## src/common/xor_decode_regs.svh

```systemverilog
// Constants for the exclusive-OR and extended set decoder.
`ifndef XOR_DECODE_REGS_SVH
`define XOR_DECODE_REGS_SVH
`define OPC_XOR_FILE     6'h06
`define OPC_EXT_HI       4'hE
`define EXT_ADD_PTR      4'h8
`define EXT_SUB_PTR      4'h9
`define EXT_PUSH_LIT     4'hA
`define EXT_MOVE_IDX     4'hB
`define OPC_EXT_SECOND   4'hF
`define CALL_W_WORD      16'h0014
`define IDX_LIMIT        8'h5F
`define BIT_DEST         9
`define BIT_BANK         8
`define RST_ACC          8'h00
`define RST_PTR          12'h000
`define POINTER_TWO      2'h3
`endif

```

## src/common/xor_decode_pkg.sv

```systemverilog
// Types shared by the exclusive-OR and extended set decoder.
package xor_decode_pkg;
	// Class of the instruction being executed.
	typedef enum logic [2:0] {
		CLS_NONE,
		CLS_XOR,
		CLS_PTR,
		CLS_PTR_RET,
		CLS_EXT_OTHER
	} instr_class_t;
endpackage

```

## src/core/xor_file_and_extended_set_decode.sv

```systemverilog
// Decoder and executer for xor with file plus the extended set.
// Summary of operation
// - Result is accumulator xor addressed file register.
// - Destination bit zero picks accumulator, one file.
// - Bank bit zero access bank, one bank select.
// - Indexed mode: bank zero, extended on, f<=95.
// - Extended features off after reset until enabled.
// - Standard set always; eight extras when enabled.
// - Extended add/subtract instructions are literal pointer operations.
// - Pointer-two add/subtract variants then return.
`timescale 1ns/10ps
`default_nettype none
`include "xor_decode_regs.svh"
module xor_file_and_extended_set_decode
	import xor_decode_pkg::*;
(
	// Clock and reset.
	input  wire logic        mclk,
	input  wire logic        rst,
	// Instruction stream.
	input  wire logic        instr_valid,
	input  wire logic [15:0] instr_word,
	// Extended set enable configuration bit, from a pin.
	input  wire logic        extended_set_enable_config,
	// Bank select register value from the core.
	input  wire logic [3:0]  bank_select_register,
	// File data read back for the addressed register.
	input  wire logic [7:0]  file_rdata,
	// File write port.
	output logic             file_we,
	output logic [11:0]      file_addr,
	output logic [7:0]       file_wdata,
	// Read address (combinational) for the current instruction.
	output logic [11:0]      file_raddr,
	// Core state views.
	output logic [7:0]       acc_out,
	output logic             zero_flag,
	output logic             negative_flag,
	output logic             indexed_mode,
	output logic             ext_active,
	output logic             return_req,
	output logic             ext_decoded,
	output logic [11:0]      pointer0,
	output logic [11:0]      pointer1,
	output logic [11:0]      pointer_two
);
	// Three-stage synchroniser for the configuration pin.
	logic       cfg_s1_ff, cfg_s2_ff, cfg_s3_ff;
	logic       nxt_cfg_s1, nxt_cfg_s2, nxt_cfg_s3;
	// Filtered enable, cleared by reset.
	logic       ext_en_ff, nxt_ext_en;
	// Architectural state.
	logic [7:0] acc_ff, nxt_acc;
	logic       zero_ff, nxt_zero, neg_ff, nxt_neg;
	logic [11:0] ptr_ff [0:2];
	logic [11:0] nxt_ptr [0:2];
	// Registered outputs.
	logic       we_ff, nxt_we, idx_ff, nxt_idx, ret_ff, nxt_ret;
	logic       extd_ff, nxt_extd;
	logic [11:0] waddr_ff, nxt_waddr;
	logic [7:0] wdata_ff, nxt_wdata;
	// Decode products.
	instr_class_t cls;
	logic [7:0]   xor_res;
	logic [1:0]   psel;

	// Pointer plus or minus a six-bit literal.
	function automatic logic [11:0] ptr_adj(input logic [11:0] p,
		input logic [5:0] k, input logic sub);
		if (sub) begin
			ptr_adj = p - {6'h00, k};
		end else begin
			ptr_adj = p + {6'h00, k};
		end
	endfunction

	// Classify the word; extended opcodes count only when enabled.
	always_comb begin
		cls = CLS_NONE;
		if (instr_word[15:10] == `OPC_XOR_FILE) begin
			cls = CLS_XOR;
		end else if (ext_en_ff && instr_word[15:12] == `OPC_EXT_HI) begin
			if (instr_word[11:8] == `EXT_ADD_PTR ||
			    instr_word[11:8] == `EXT_SUB_PTR) begin
				// Literal operation on a pointer.
				if (instr_word[7:6] == `POINTER_TWO) begin
					cls = CLS_PTR_RET;
				end else begin
					cls = CLS_PTR;
				end
			end else if (instr_word[11:8] == `EXT_PUSH_LIT ||
			             instr_word[11:8] == `EXT_MOVE_IDX) begin
				cls = CLS_EXT_OTHER;
			end
		end else if (ext_en_ff && (instr_word == `CALL_W_WORD ||
		             instr_word[15:12] == `OPC_EXT_SECOND)) begin
			cls = CLS_EXT_OTHER;
		end
	end

	// Addressing for the xor: indexed, access bank or banked.
	always_comb begin
		nxt_idx = 1'b0;
		psel = instr_word[7:6];
		if (!instr_word[`BIT_BANK] && ext_en_ff &&
		    instr_word[7:0] <= `IDX_LIMIT) begin
			// Only an executed xor may report the indexed mode.
			nxt_idx = instr_valid && (cls == CLS_XOR);
			file_raddr = ptr_ff[2] + {4'h0, instr_word[7:0]};
		end else if (!instr_word[`BIT_BANK]) begin
			// Access bank: low half low page, high half top page.
			file_raddr = {{4{instr_word[7]}}, instr_word[7:0]};
		end else begin
			file_raddr = {bank_select_register, instr_word[7:0]};
		end
		xor_res = acc_ff ^ file_rdata;
	end

	// Next state for every register.
	always_comb begin
		nxt_cfg_s1 = extended_set_enable_config;
		nxt_cfg_s2 = cfg_s1_ff;
		nxt_cfg_s3 = cfg_s2_ff;
		nxt_ext_en = ext_en_ff;
		if (cfg_s2_ff == cfg_s3_ff) begin
			nxt_ext_en = cfg_s3_ff;
		end
		nxt_acc = acc_ff;
		nxt_zero = zero_ff;
		nxt_neg = neg_ff;
		nxt_we = 1'b0;
		nxt_waddr = waddr_ff;
		nxt_wdata = wdata_ff;
		nxt_ret = 1'b0;
		nxt_extd = 1'b0;
		for (int i = 0; i < 3; i++) begin
			nxt_ptr[i] = ptr_ff[i];
		end
		if (instr_valid) begin
			unique case (cls)
				CLS_XOR: begin
					if (instr_word[`BIT_DEST]) begin
						nxt_we = 1'b1;
						nxt_waddr = file_raddr;
						nxt_wdata = xor_res;
					end else begin
						nxt_acc = xor_res;
					end
					nxt_zero = (xor_res == 8'h00);
					nxt_neg = xor_res[7];
				end
				CLS_PTR, CLS_PTR_RET: begin
					nxt_extd = 1'b1;
					if (psel != `POINTER_TWO) begin
						nxt_ptr[psel] = ptr_adj(ptr_ff[psel],
							instr_word[5:0], instr_word[8]);
					end else begin
						nxt_ptr[2] = ptr_adj(ptr_ff[2], instr_word[5:0],
							instr_word[8]);
						nxt_ret = 1'b1;
					end
				end
				CLS_EXT_OTHER: begin
					nxt_extd = 1'b1;
				end
				CLS_NONE: begin
				end
			endcase
		end
	end

	// Register stage; reset leaves extended features disabled.
	always_ff @(posedge mclk) begin
		if (rst) begin
			cfg_s1_ff <= 1'b0;
			cfg_s2_ff <= 1'b0;
			cfg_s3_ff <= 1'b0;
			ext_en_ff <= 1'b0;
			acc_ff <= `RST_ACC;
			zero_ff <= 1'b0;
			neg_ff <= 1'b0;
			we_ff <= 1'b0;
			idx_ff <= 1'b0;
			ret_ff <= 1'b0;
			extd_ff <= 1'b0;
			waddr_ff <= `RST_PTR;
			wdata_ff <= `RST_ACC;
			for (int i = 0; i < 3; i++) begin
				ptr_ff[i] <= `RST_PTR;
			end
		end else begin
			cfg_s1_ff <= nxt_cfg_s1;
			cfg_s2_ff <= nxt_cfg_s2;
			cfg_s3_ff <= nxt_cfg_s3;
			ext_en_ff <= nxt_ext_en;
			acc_ff <= nxt_acc;
			zero_ff <= nxt_zero;
			neg_ff <= nxt_neg;
			we_ff <= nxt_we;
			idx_ff <= nxt_idx;
			ret_ff <= nxt_ret;
			extd_ff <= nxt_extd;
			waddr_ff <= nxt_waddr;
			wdata_ff <= nxt_wdata;
			for (int i = 0; i < 3; i++) begin
				ptr_ff[i] <= nxt_ptr[i];
			end
		end
	end

	// Output drive.
	assign file_we = we_ff;
	assign file_addr = waddr_ff;
	assign file_wdata = wdata_ff;
	assign acc_out = acc_ff;
	assign zero_flag = zero_ff;
	assign negative_flag = neg_ff;
	assign indexed_mode = idx_ff;
	assign ext_active = ext_en_ff;
	assign return_req = ret_ff;
	assign ext_decoded = extd_ff;
	assign pointer0 = ptr_ff[0];
	assign pointer1 = ptr_ff[1];
	assign pointer_two = ptr_ff[2];

	// Xor to file writes the xor of accumulator and file data.
	AST_XOR_TO_FILE: assert property (
		@(posedge mclk) disable iff (rst)
		instr_valid && cls == CLS_XOR && instr_word[`BIT_DEST]
		|=> file_we && file_addr == $past(file_raddr)
		&& file_wdata == ($past(acc_ff) ^ $past(file_rdata)))
		else $error("xor result to file wrong");
	// Destination zero loads accumulator, no file write.
	AST_XOR_TO_ACC: assert property (
		@(posedge mclk) disable iff (rst)
		instr_valid && cls == CLS_XOR && !instr_word[`BIT_DEST]
		|=> !file_we && acc_ff == ($past(acc_ff) ^ $past(file_rdata)))
		else $error("xor result to accumulator wrong");
	// Banked address uses bank select register.
	AST_BANKED: assert property (
		@(posedge mclk) disable iff (rst)
		instr_word[`BIT_BANK]
		|-> file_raddr == {bank_select_register, instr_word[7:0]})
		else $error("banked address wrong");
	// Access bank outside the indexed window: low or top page.
	AST_ACCESS_BANK: assert property (
		@(posedge mclk) disable iff (rst)
		!instr_word[`BIT_BANK]
		&& !(ext_en_ff && instr_word[7:0] <= `IDX_LIMIT)
		|-> file_raddr == {{4{instr_word[7]}}, instr_word[7:0]})
		else $error("access bank address wrong");
	// Indexed mode only with all three conditions.
	AST_INDEXED: assert property (
		@(posedge mclk) disable iff (rst)
		indexed_mode |-> $past(ext_en_ff) && !$past(instr_word[8])
		&& $past(instr_word[7:0]) <= `IDX_LIMIT)
		else $error("indexed mode without its conditions");
	// Indexed reads offset the pointer-two base by the operand.
	AST_INDEXED_ADDR: assert property (
		@(posedge mclk) disable iff (rst)
		!instr_word[`BIT_BANK] && ext_en_ff
		&& instr_word[7:0] <= `IDX_LIMIT
		|-> file_raddr == pointer_two + {4'h0, instr_word[7:0]})
		else $error("indexed address wrong");
	// An xor that meets all three conditions reports indexed mode.
	AST_INDEXED_SET: assert property (
		@(posedge mclk) disable iff (rst)
		instr_valid && cls == CLS_XOR && !instr_word[`BIT_BANK]
		&& ext_en_ff && instr_word[7:0] <= `IDX_LIMIT
		|=> indexed_mode)
		else $error("indexed mode missing");
	// Extended set stays off for three cycles after reset.
	AST_EXT_OFF: assert property (
		@(posedge mclk)
		$fell(rst) |-> !ext_active [*3])
		else $error("extended set active right after reset");
	// Nothing extended shows while the enable was low.
	AST_EXT_QUIET: assert property (
		@(posedge mclk) disable iff (rst)
		!$past(ext_active) |-> !indexed_mode && !ext_decoded
		&& !return_req)
		else $error("extended effect while disabled");
	// Extended opcodes ignored while disabled.
	AST_EXT_GATED: assert property (
		@(posedge mclk) disable iff (rst)
		ext_decoded |-> $past(ext_en_ff))
		else $error("extended decoded while disabled");
	// Enabled extended first words with codes 8 to B are all decoded.
	AST_EXT_SEEN: assert property (
		@(posedge mclk) disable iff (rst)
		instr_valid && ext_en_ff && instr_word[15:12] == `OPC_EXT_HI
		&& instr_word[11:10] == 2'h2
		|=> ext_decoded)
		else $error("extended word not decoded");
	// Pointer zero add updates by the literal.
	AST_PTR_ADD: assert property (
		@(posedge mclk) disable iff (rst)
		instr_valid && cls == CLS_PTR && instr_word[11:6] == 6'h20
		|=> pointer0 == $past(pointer0) + {6'h00, $past(instr_word[5:0])})
		else $error("pointer add wrong");
	// Non-xor words leave accumulator and file memory alone.
	AST_EXT_LITERAL: assert property (
		@(posedge mclk) disable iff (rst)
		instr_valid && cls != CLS_XOR
		|=> !file_we && acc_out == $past(acc_out))
		else $error("extended word touched data");
	// Pointer-two variant requests a return.
	AST_RETURN: assert property (
		@(posedge mclk) disable iff (rst)
		instr_valid && cls == CLS_PTR_RET |=> return_req)
		else $error("return not requested");
	// A return request only follows a pointer-two variant.
	AST_RETURN_ONLY: assert property (
		@(posedge mclk) disable iff (rst)
		return_req |-> $past(instr_valid) && $past(cls == CLS_PTR_RET))
		else $error("return requested without cause");
	// Flags follow the xor result.
	AST_FLAGS: assert property (
		@(posedge mclk) disable iff (rst)
		instr_valid && cls == CLS_XOR |=> zero_flag ==
		(($past(acc_ff) ^ $past(file_rdata)) == 8'h00)
		&& negative_flag == $past(acc_ff[7] ^ file_rdata[7]))
		else $error("flags wrong");
endmodule
`default_nettype wire

```

## config.mk

```make
export PLATFORM = sky130hd
export DESIGN_NAME = xor_file_and_extended_set_decode
export DESIGN_NICKNAME = d
export VERILOG_FILES = /design/src/common/xor_decode_pkg.sv /design/src/core/xor_file_and_extended_set_decode.sv
export VERILOG_INCLUDE_DIRS = /design/src /design/src/common
export SDC_FILE = /design/constraint.sdc
export NUM_CORES = 1
export LEC_CHECK = 0
export ABC_AREA = 1
export BUFFER_PORTS_ARGS = -buffer_cell sky130_fd_sc_hd__buf_2
export CAP_MARGIN = 5
export CORE_MARGIN = 10
export CORE_UTILIZATION = 55
export DETAILED_ROUTE_END_ITERATION = 10
export GPL_ROUTABILITY_DRIVEN = 0
export GPL_TIMING_DRIVEN = 0
export HOLD_SLACK_MARGIN = 0.03
export PLACE_DENSITY = 0.81
export SLEW_MARGIN = 10
export SYNTH_ARGS = -nofsm -noshare
export SYNTH_HDL_FRONTEND = slang
export SYNTH_SLANG_ARGS = --single-unit
```

## constraint.sdc

```tcl
create_clock -name mclk -period 3.5 [get_ports mclk]
set_clock_uncertainty 0.2 [all_clocks]
set_input_delay 0.175 -clock mclk [delete_from_list [all_inputs] [get_ports mclk]]
set_output_delay 0.175 -clock mclk [all_outputs]
set_load 0.02 [all_outputs]
```

==> flow_metrics.env, run 1 <==
export IMPL_syn_area_mm2=0.005149
export IMPL_rsz0062_at_grt="false"
export IMPL_met2_usage=0.4008
export IMPL_grt_pass1_wl_um=27200
export IMPL_min_path_cells=5
export IMPL_r2r_cells=17
export IMPL_design_area_mm2=0.006218
export IMPL_vias=5894
export IMPL_status="complete, no violations"
export IMPL_rows=35
export IMPL_ioPinCount=115
export IMPL_post_cts_buffers=0
export IMPL_place_hpwl_um=13610
export IMPL_cp_arrival_ns=3.40
export IMPL_die_height_um=116.8
export IMPL_wl_per_cell_um=16.76
export IMPL_yosysMostFrequentCell="nand2_1"
export IMPL_ys_seq_elements=74
export IMPL_slowest_stage="o21ai_0"
export IMPL_slew_headroom=0.1407
export IMPL_timing_hold_ws_ns=0.03317
export IMPL_clock_sinks=74
export IMPL_final_cells=1045
export IMPL_die_width_um=116.8
export IMPL_io_buffers=113
export IMPL_worstPathMaxFanout=5
export IMPL_grt_max_degree=16
export IMPL_max_stage_delay_ns=1.01
export IMPL_peakVddDrop_uv=247.1
export IMPL_synth_top_cells_by_count="nand2_1, inv_1, nor2_1"
export IMPL_r2r_start="ptr_ff[2][0]"
export IMPL_top_usage_layer="met2"
export IMPL_clock_latency_ns=0.37
export IMPL_setup_ws_ns=0.2165
export IMPL_pre_cts_ws_ns=0.1410
export IMPL_reg2reg_slack_ns=0.73
export IMPL_met1_usage=0.3309
export IMPL_fin_crit_sh=0.9381
export IMPL_setup_violations=0
export IMPL_cts_buffers_inserted=9
export IMPL_hold_class="input port to flop"
export IMPL_cts_root_buf="clkbuf_8"
export IMPL_required_ns=3.61
export IMPL_dp_cells=1011
export IMPL_met3_usage=0.05239
export IMPL_max_slew_worst_pin_slew_ns=1.275
export IMPL_path_clk_slew_ns=0.10
export IMPL_path_cells="buf_2 > nor2_1 > nand3_1 > o21ai_0 > ha_1 > a21oi_1 > nor2_1 > a211oi_1 > nand3_1 > nand2_1 > nand3_1 > nand3_1 > nand2_1 > inv_1"
export IMPL_drt_initial_drc_count=675
export IMPL_core_mm2=0.009196
export IMPL_crit_type="input port to flop"
export IMPL_dieArea_mm2=0.01363
export IMPL_cts_tree="yes"
export IMPL_syn2layout_area_growth_pct=20.78
export IMPL_grt_total_usage=0.2515
export IMPL_end_kind="flop"
export IMPL_final_core_util=0.6762
export IMPL_vias_per_cell=5.640
export IMPL_crit_buf_inv=2
export IMPL_synth_nets=848
export IMPL_maxSlewViolCount=0
export IMPL_ys_types=44
export IMPL_startpoint_type="input port"
export IMPL_fmax_ghz=0.3046
export IMPL_grt_pass1_vias=5414
export IMPL_dpl_cell_area_mm2=0.005853
export IMPL_synth_main_ff_cell="dfxtp_1"
export IMPL_holdPathEnd="negative_flag"
export IMPL_cts_buffer_depth=2
export IMPL_initial_core_util=0.5599
export IMPL_r2r_end="ptr_ff[1][8]"
export IMPL_first_pass_iters=6
export IMPL_drive_gt1_frac=0.1874
export IMPL_ant_nets=0
export IMPL_syn_inst=787
export IMPL_wl_um=17520
export IMPL_power_density_mw_per_mm2=309.7
export IMPL_h_tree_depth=3
export IMPL_antenna_cells=0
export IMPL_ys_async_sr_fraction=0
export IMPL_globalRouteOverflowTotal=0
export IMPL_setup_tns_ns=0
export IMPL_worstHoldStart="instr_word[14]"
export IMPL_finalPower_mw=1.926
export IMPL_antenna_found_initial=0
export IMPL_syn_avg_cell_area_um2=6.542
export IMPL_crit_path_frequent_cell="nand3_1"
export IMPL_yosys_warnings=0
export IMPL_maxCapViolCount=0
export IMPL_yosys_top_cells_area="dfxtp_1, nand2_1, inv_1"
export IMPL_synth_largest_area_cell="dfxtp_1"
export IMPL_synth_edff_count=0
export IMPL_fill_cells=877
export IMPL_synth_top_area_share=0.2877
export IMPL_nets=990
export IMPL_power_leakage_nw=3.319
export IMPL_drcViolationCount=0
export IMPL_crit_family="compound AO/OA/AOI/OAI gates"
export IMPL_finalHoldViolCount=0
export IMPL_period_needed_ns=3.283
export IMPL_synth_seq_area_share=0.2877
==> area by class of cell <==
cell class	count	area (um^2)	area share
plain buffers	22	106.4	0.01710
clock buffers	9	123.9	0.01992
clock inverters	7	61.31	0.009859
inverters	125	469.2	0.07545
multi-input cells	566	3092	0.4972
flip-flops and latches	74	1481	0.2382
well taps	111	138.9	0.02233
repair buffers	131	745.7	0.1199
==> metal layers <==
layer	vias up	wire length, um
met3	44	1643
met2	286	7959
li1	2897	-
met5	-	0
met1	2667	7420
met4	0	494
==> what timing repair did <==
action / CTS / global route
endpoints found under the setup margin: 0 / 1
gates resized for setup: 0 / 1
hold buffers: 18 / 0
endpoints found under the hold margin: 26 / 0
==> logic make-up after synthesis <==
group	share of synthesized area
xor+xnor	0.02722
buf+inv	0.1118
flops	0.2877
simple gates	0.2858
compound gates	0.2126
fa+ha+maj	0.07485
==> registers in the layout, summed over array words and instances, names as in the netlist, 8 cells and up <==
name,cells
ptr_ff,36
file_addr,12
acc_out,8
file_wdata,8
==> layout by cell type, fill, tap and decap left out, types with 4 or more instances in the layout <==
cell type,count
a211oi_1,4
a21oi_1,67
buf_2,120
clkbuf_1,12
clkbuf_8,9
dfxtp_1,74
dlygate4sd3_1,18
ha_1,26
inv_1,118
inv_2,6
nand2_1,120
nand2_2,10
nand3_1,62
nand4_1,16
nor2_1,90
nor2_2,5
nor3_1,7
o211ai_1,10
o21ai_0,77
o21bai_1,6
o22ai_1,9
o31ai_1,4
xnor2_1,6
xor2_1,10
==> worst max path at each step <==
stage | start | endpoint | slack (ns) | depth (start not counted)
floorplan | ptr_ff[2][0] | file_addr[8] | 0.82 | 10
global placement | instr_word[1] | ptr_ff[2][9] | 0.16 | 15
detailed placement | instr_word[1] | ptr_ff[2][9] | 0.14 | 15
CTS | ptr_ff[2][1] | file_raddr[10] | 0.21 | 10
global route | ptr_ff[2][1] | file_raddr[10] | 0.09 | 10
finish | instr_word[1] | ptr_ff[2][10] | 0.22 | 14
==> worst register-to-register path, delay by kind of cell (launching register included) <==
family	cells	cell delay [ns]
simple gates	7	0.73
fa+ha+maj	2	0.63
compound gates	4	0.51
flops	1	0.33
buf+inv	4	0.28
==> where the power goes <==
part / switching [mW] / total [mW] / internal (mW) / leakage (nW)
Sequential: 0.00126 / 0.845 / 0.844 / 0.596
Clock: 0.385 / 0.654 / 0.268 / 0.0879
Combinational: 0.287 / 0.427 / 0.140 / 2.63
Power figures use the tool's default switching activity.
==> inputs of run 2 (changes only) <==
CORE_UTILIZATION = 30   (was 55)
CTS_BUF_LIST = sky130_fd_sc_hd__clkbuf_16   (was not set)
PLACE_DENSITY = not set   (was 0.81)
==> flow_metrics.env, run 2 (same netlist as run 1, synthesis figures left out) <==
export IMPL_hold_class="input port to flop"
export IMPL_grt_max_degree=14
export IMPL_vias=5769
export IMPL_pre_cts_ws_ns=0.04186
export IMPL_maxCapViolCount=0
export IMPL_wl_per_cell_um=16.83
export IMPL_post_cts_buffers=0
export IMPL_cts_buffer_depth=2
export IMPL_rows=47
export IMPL_crit_family="compound AO/OA/AOI/OAI gates"
export IMPL_grt_pass1_vias=5432
export IMPL_nets=988
export IMPL_drive_gt1_frac=0.1867
export IMPL_cts_tree="yes"
export IMPL_slew_headroom=0.2317
export IMPL_final_cells=1153
export IMPL_crit_type="flop to output pin"
export IMPL_fmax_ghz=0.2998
export IMPL_clock_sinks=74
export IMPL_die_height_um=151.0
export IMPL_cts_buffers_inserted=9
export IMPL_die_width_um=151.0
export IMPL_max_stage_delay_ns=0.55
export IMPL_cts_root_buf="clkbuf_16"
export IMPL_grt_total_usage=0.1658
export IMPL_wl_um=19400
export IMPL_dpl_cell_area_mm2=0.005989
export IMPL_ant_nets=0
export IMPL_fin_crit_sh=0.9531
export IMPL_period_needed_ns=3.336
export IMPL_initial_core_util=0.3083
export IMPL_power_density_mw_per_mm2=344.4
export IMPL_final_cell_mix="nand2_1, buf_2, inv_1"
export IMPL_max_slew_worst_pin_slew_ns=1.143
export IMPL_vias_per_cell=5.003
export IMPL_worstPathMaxFanout=6
export IMPL_maxSlewViolCount=0
export IMPL_antenna_found_initial=0
export IMPL_design_area_mm2=0.006447
export IMPL_regMostFlops="ptr_ff"
export IMPL_end_kind="output pin"
export IMPL_h_tree_depth=3
export IMPL_dp_cells=1120
export IMPL_status="complete, no violations"
export IMPL_rsz0062_at_grt="false"
export IMPL_cp_arrival_ns=2.96
export IMPL_fill_cells=1882
export IMPL_path_clk_slew_ns=0.06
export IMPL_largest_reg_flops=36
export IMPL_required_ns=3.12
export IMPL_setup_ws_ns=0.1642
export IMPL_dieArea_mm2=0.02280
export IMPL_ioPinCount=115
export IMPL_core_mm2=0.01670
export IMPL_path_cells="inv_1 > fa_1 > o21ai_0 > nand4_1 > o211ai_1 > nand2_1 > o21ai_0 > nand3_1 > nand2_1 > buf_2"
export IMPL_syn2layout_area_growth_pct=25.22
export IMPL_peakVddDrop_uv=242.0
export IMPL_crit_buf_inv=2
export IMPL_setup_violations=0
export IMPL_first_pass_iters=5
export IMPL_clock_latency_ns=0.35
export IMPL_grt_pass1_wl_um=29730
export IMPL_drcViolationCount=0
export IMPL_globalRouteOverflowTotal=0
export IMPL_startpoint_type="flop"
export IMPL_finalHoldViolCount=0
export IMPL_slowest_stage="dfxtp_1"
export IMPL_io_buffers=113
export IMPL_place_hpwl_um=15520
export IMPL_power_leakage_nw=3.357
export IMPL_drt_initial_drc_count=551
==> run 2: cell count changes in the layout (fill, tap and decap cells not counted), sizes merged <==
cell	previous run	this run
bufinv	0	1
clkinvlp	2	3
clkinv	4	2
dlygate4sd3	18	16
diode	0	1
==> run 2: final cells by class <==
class / count / area [um^2] / share of cell area
timing repair buffer: 129 / 725.7 / 0.1126
buffer: 22 / 106.4 / 0.01650
clock inverter: 7 / 70.07 / 0.01087
multi-input combinational: 566 / 3092 / 0.4795
tap: 220 / 275.3 / 0.04269
antenna: 1 / 2.502 / 0.0003881
sequential: 74 / 1481 / 0.2298
clock buffer: 9 / 225.2 / 0.03493
inverter: 125 / 469.2 / 0.07277
==> run 2: final timing paths <==
path | from | end | slack (ns) | depth (start not counted)
setup / recovery | ptr_ff[2][1] | file_raddr[10] | 0.16 | 10
hold / removal | bank_select_register[0] | file_addr[8] | 0.04 | 5
setup reg to reg | ptr_ff[2][0] | ptr_ff[1][8] | 0.68 | 17
hold reg to reg | cfg_s1_ff | cfg_s2_ff | 0.20 | 2
==> run 2: stage by stage <==
step / power [mW] / setup TNS (ns) / hold slack (ns) / util
floorplan: 1.141 / 0 / 0.08197 / -
global placement: 1.266 / -0.01213 / 0.1808 / 0.3586
detailed placement: 1.266 / 0 / 0.1834 / 0.3586
CTS: 2.223 / 0 / 0.03933 / 0.3859
global route: 2.308 / 0 / 0.07244 / 0.3859
finish: 2.221 / 0 / 0.03838 / 0.3861
==> run 2: per-layer routing <==
layer / part of all wire / global-route usage / vias to the layer above / wire length, um
met1: 0.48 / 0.2262 / 2640 / 9248
met4: 0.018 / 0.06015 / 0 / 357
met3: 0.052 / 0.02536 / 29 / 1002
met2: 0.45 / 0.2586 / 194 / 8794
li1: - / - / 2906 / -
met5: 0 / 0 / - / 0
==> run 2: repair_timing <==
item | in CTS | in global routing
resized for setup | 0 | 0
hold buffers | 16 | 0
endpoints found under the hold margin | 24 | 0
==> run 2: power by group <==
group | total (mW) | switching (mW) | internal, mW
clock | 0.951 | 0.400 | 0.551
sequential | 0.846 | 0.00122 | 0.845
combinational | 0.424 | 0.286 | 0.138
==> run 2: worst register-to-register path, stage by stage, from the launching register on <==
cell and delay [ns]:
dfxtp_1 0.32, inv_1 0.13, o22ai_1 0.11, a21oi_1 0.15, ha_1 0.22, inv_1 0.09
fa_1 0.41, nand2_1 0.08, inv_1 0.06, o21ai_0 0.14, nand2_1 0.11, nand2_1 0.08
nand2_2 0.06, nand3_1 0.10, nand3b_1 0.10, and2_1 0.19, o21bai_1 0.13, inv_1 0.05
==> inputs of run 3 (changes only) <==
--- a/config.mk
+++ b/config.mk
@@ -11,2 +11,3 @@
 export CAP_MARGIN = 5
+export CORE_ASPECT_RATIO = 1.4
 export CORE_MARGIN = 10
--- a/constraint.sdc
+++ b/constraint.sdc
@@ -4,2 +4,2 @@
 set_output_delay 0.175 -clock mclk [all_outputs]
-set_load 0.02 [all_outputs]
+set_load 0.05 [all_outputs]
==> flow_metrics.env, run 3 (same netlist as run 1, synthesis figures left out) <==
export IMPL_clock_sinks=74
export IMPL_crit_path_frequent_cell="nand3_1"
export IMPL_rows=56
export IMPL_vias=5722
export IMPL_peakVddDrop_uv=222.2
export IMPL_cts_buffers_inserted=9
export IMPL_dp_cells=1103
export IMPL_post_cts_buffers=0
export IMPL_syn2layout_area_growth_pct=25.39
export IMPL_p_clk_frac=0.438
export IMPL_setup_ws_ns=0.2395
export IMPL_drt_initial_drc_count=351
export IMPL_vias_per_cell=5.028
export IMPL_power_leakage_nw=3.371
export IMPL_fin_crit_sh=0.9316
export IMPL_p_sw_frac=0.3255
export IMPL_drive_gt1_frac=0.1886
export IMPL_cts_root_buf="clkbuf_16"
export IMPL_grt_max_degree=16
export IMPL_die_height_um=175.0
export IMPL_power_internal_mw=1.552
export IMPL_grt_total_usage=0.1726
export IMPL_max_stage_delay_ns=1.03
export IMPL_first_pass_iters=6
export IMPL_h_tree_depth=3
export IMPL_nets=989
export IMPL_regMostFlops="ptr_ff"
export IMPL_die_width_um=130.7
export IMPL_slew_headroom=0.1144
export IMPL_largest_reg_flops=36
export IMPL_ant_nets=0
export IMPL_initial_core_util=0.3062
export IMPL_combinationalPowerShare=0.195
export IMPL_p_seq_frac=0.368
export IMPL_antenna_found_initial=2
export IMPL_status="complete, no violations"
export IMPL_cp_arrival_ns=3.38
export IMPL_fill_cells=1841
export IMPL_cts_tree="yes"
export IMPL_max_slew_worst_pin_slew_ns=1.315
export IMPL_hold_class="input port to flop"
export IMPL_wl_per_cell_um=17.30
export IMPL_rsz0062_at_grt="false"
export IMPL_path_cells="buf_2 > nor2_1 > nand3_1 > o21ai_0 > ha_1 > a21oi_1 > nor2_1 > a211oi_1 > nand3_1 > nand2_1 > nand3_1 > nand3_1 > nand2_1 > inv_1"
export IMPL_fmax_ghz=0.3067
export IMPL_required_ns=3.61
export IMPL_final_cell_mix="nand2_1, buf_2, inv_1"
export IMPL_period_needed_ns=3.260
export IMPL_dieArea_mm2=0.02288
export IMPL_io_buffers=113
export IMPL_end_kind="flop"
export IMPL_drcViolationCount=0
export IMPL_clock_latency_ns=0.36
export IMPL_grt_pass1_wl_um=30860
export IMPL_timing_hold_ws_ns=0.05802
export IMPL_finalHoldViolCount=0
export IMPL_path_clk_slew_ns=0.08
export IMPL_setup_violations=0
export IMPL_startpoint_type="input port"
export IMPL_cts_buffer_depth=2
export IMPL_maxCapViolCount=0
export IMPL_final_cells=1138
export IMPL_core_mm2=0.01682
export IMPL_ioPinCount=115
export IMPL_grt_pass1_vias=5609
export IMPL_slowest_stage="o21ai_0"
export IMPL_switchingPower_mw=0.7489
export IMPL_crit_type="input port to flop"
export IMPL_worstPathMaxFanout=5
export IMPL_place_hpwl_um=15930
export IMPL_power_density_mw_per_mm2=356.4
export IMPL_setup_tns_ns=0
export IMPL_maxSlewViolCount=0
export IMPL_globalRouteOverflowTotal=0
export IMPL_pre_cts_ws_ns=0.002479
export IMPL_wl_um=19680
[run 3: what timing repair did]
item,4_1_cts,5_1_grt
hold endpoints to repair,25,0
endpoints found under the setup margin,0,1
gates resized for setup,0,2
hold buffers,17,0
[run 3: worst paths after layout]
check                      start            end  slack [ns]  depth (start not counted)
setup reg to reg    ptr_ff[2][0]   ptr_ff[0][8]        0.68                         17
setup / recovery   instr_word[1]  ptr_ff[2][10]        0.24                         14
hold / removal    instr_word[14]  negative_flag        0.06                          5
hold reg to reg        cfg_s1_ff      cfg_s2_ff        0.21                          2
[run 3: routing by layer]
layer  global-route usage  vias to the layer above  share of wire
met5                    0                        -              0
met4              0.09294                        0          0.049
met3              0.02272                       50          0.036
met2               0.3054                      162           0.51
met1               0.1926                     2615           0.40
li1                     -                     2895              -
[run 3: power by group through the flow]
stage               registers [mW]  clock network, mW  logic [mW]
global placement             0.865                  0       0.423
global route                 0.846               1.04       0.492
detailed placement           0.865                  0       0.424
CTS                          0.846               1.01       0.442
finish                       0.846               1.01       0.448
floorplan                    0.870                  0       0.294
[run 3: cell type report]
type / count / area (um^2) / area share
antenna: 2 / 5.005 / 0.0007752
buffer: 22 / 106.4 / 0.01647
clock buffer: 9 / 225.2 / 0.03488
clock inverter: 7 / 86.33 / 0.01337
inverter: 125 / 469.2 / 0.07267
multi-input combinational: 566 / 3092 / 0.4789
sequential: 74 / 1483 / 0.2297
tap: 203 / 254.0 / 0.03934
timing repair buffer: 130 / 735.7 / 0.1140
[run 3: worst max-delay path: cells and delay by family]
kind	cells	cell delay (ns)
and+or+nand+nor	8	0.90
AOI/OAI and AO/OA	3	1.67
buffers and inverters	2	0.18
adders and majority gates	1	0.45
[run 3: per-stage QoR]
stage / power (mW) / instance area [um^2] / util
CTS: 2.297 / 6450 / 0.3836
detailed placement: 1.289 / 5968 / 0.3549
global placement: 1.288 / 5968 / 0.3549
floorplan: 1.164 / 5149 / -
finish: 2.301 / 6456 / 0.3839
global route: 2.380 / 6456 / 0.3839
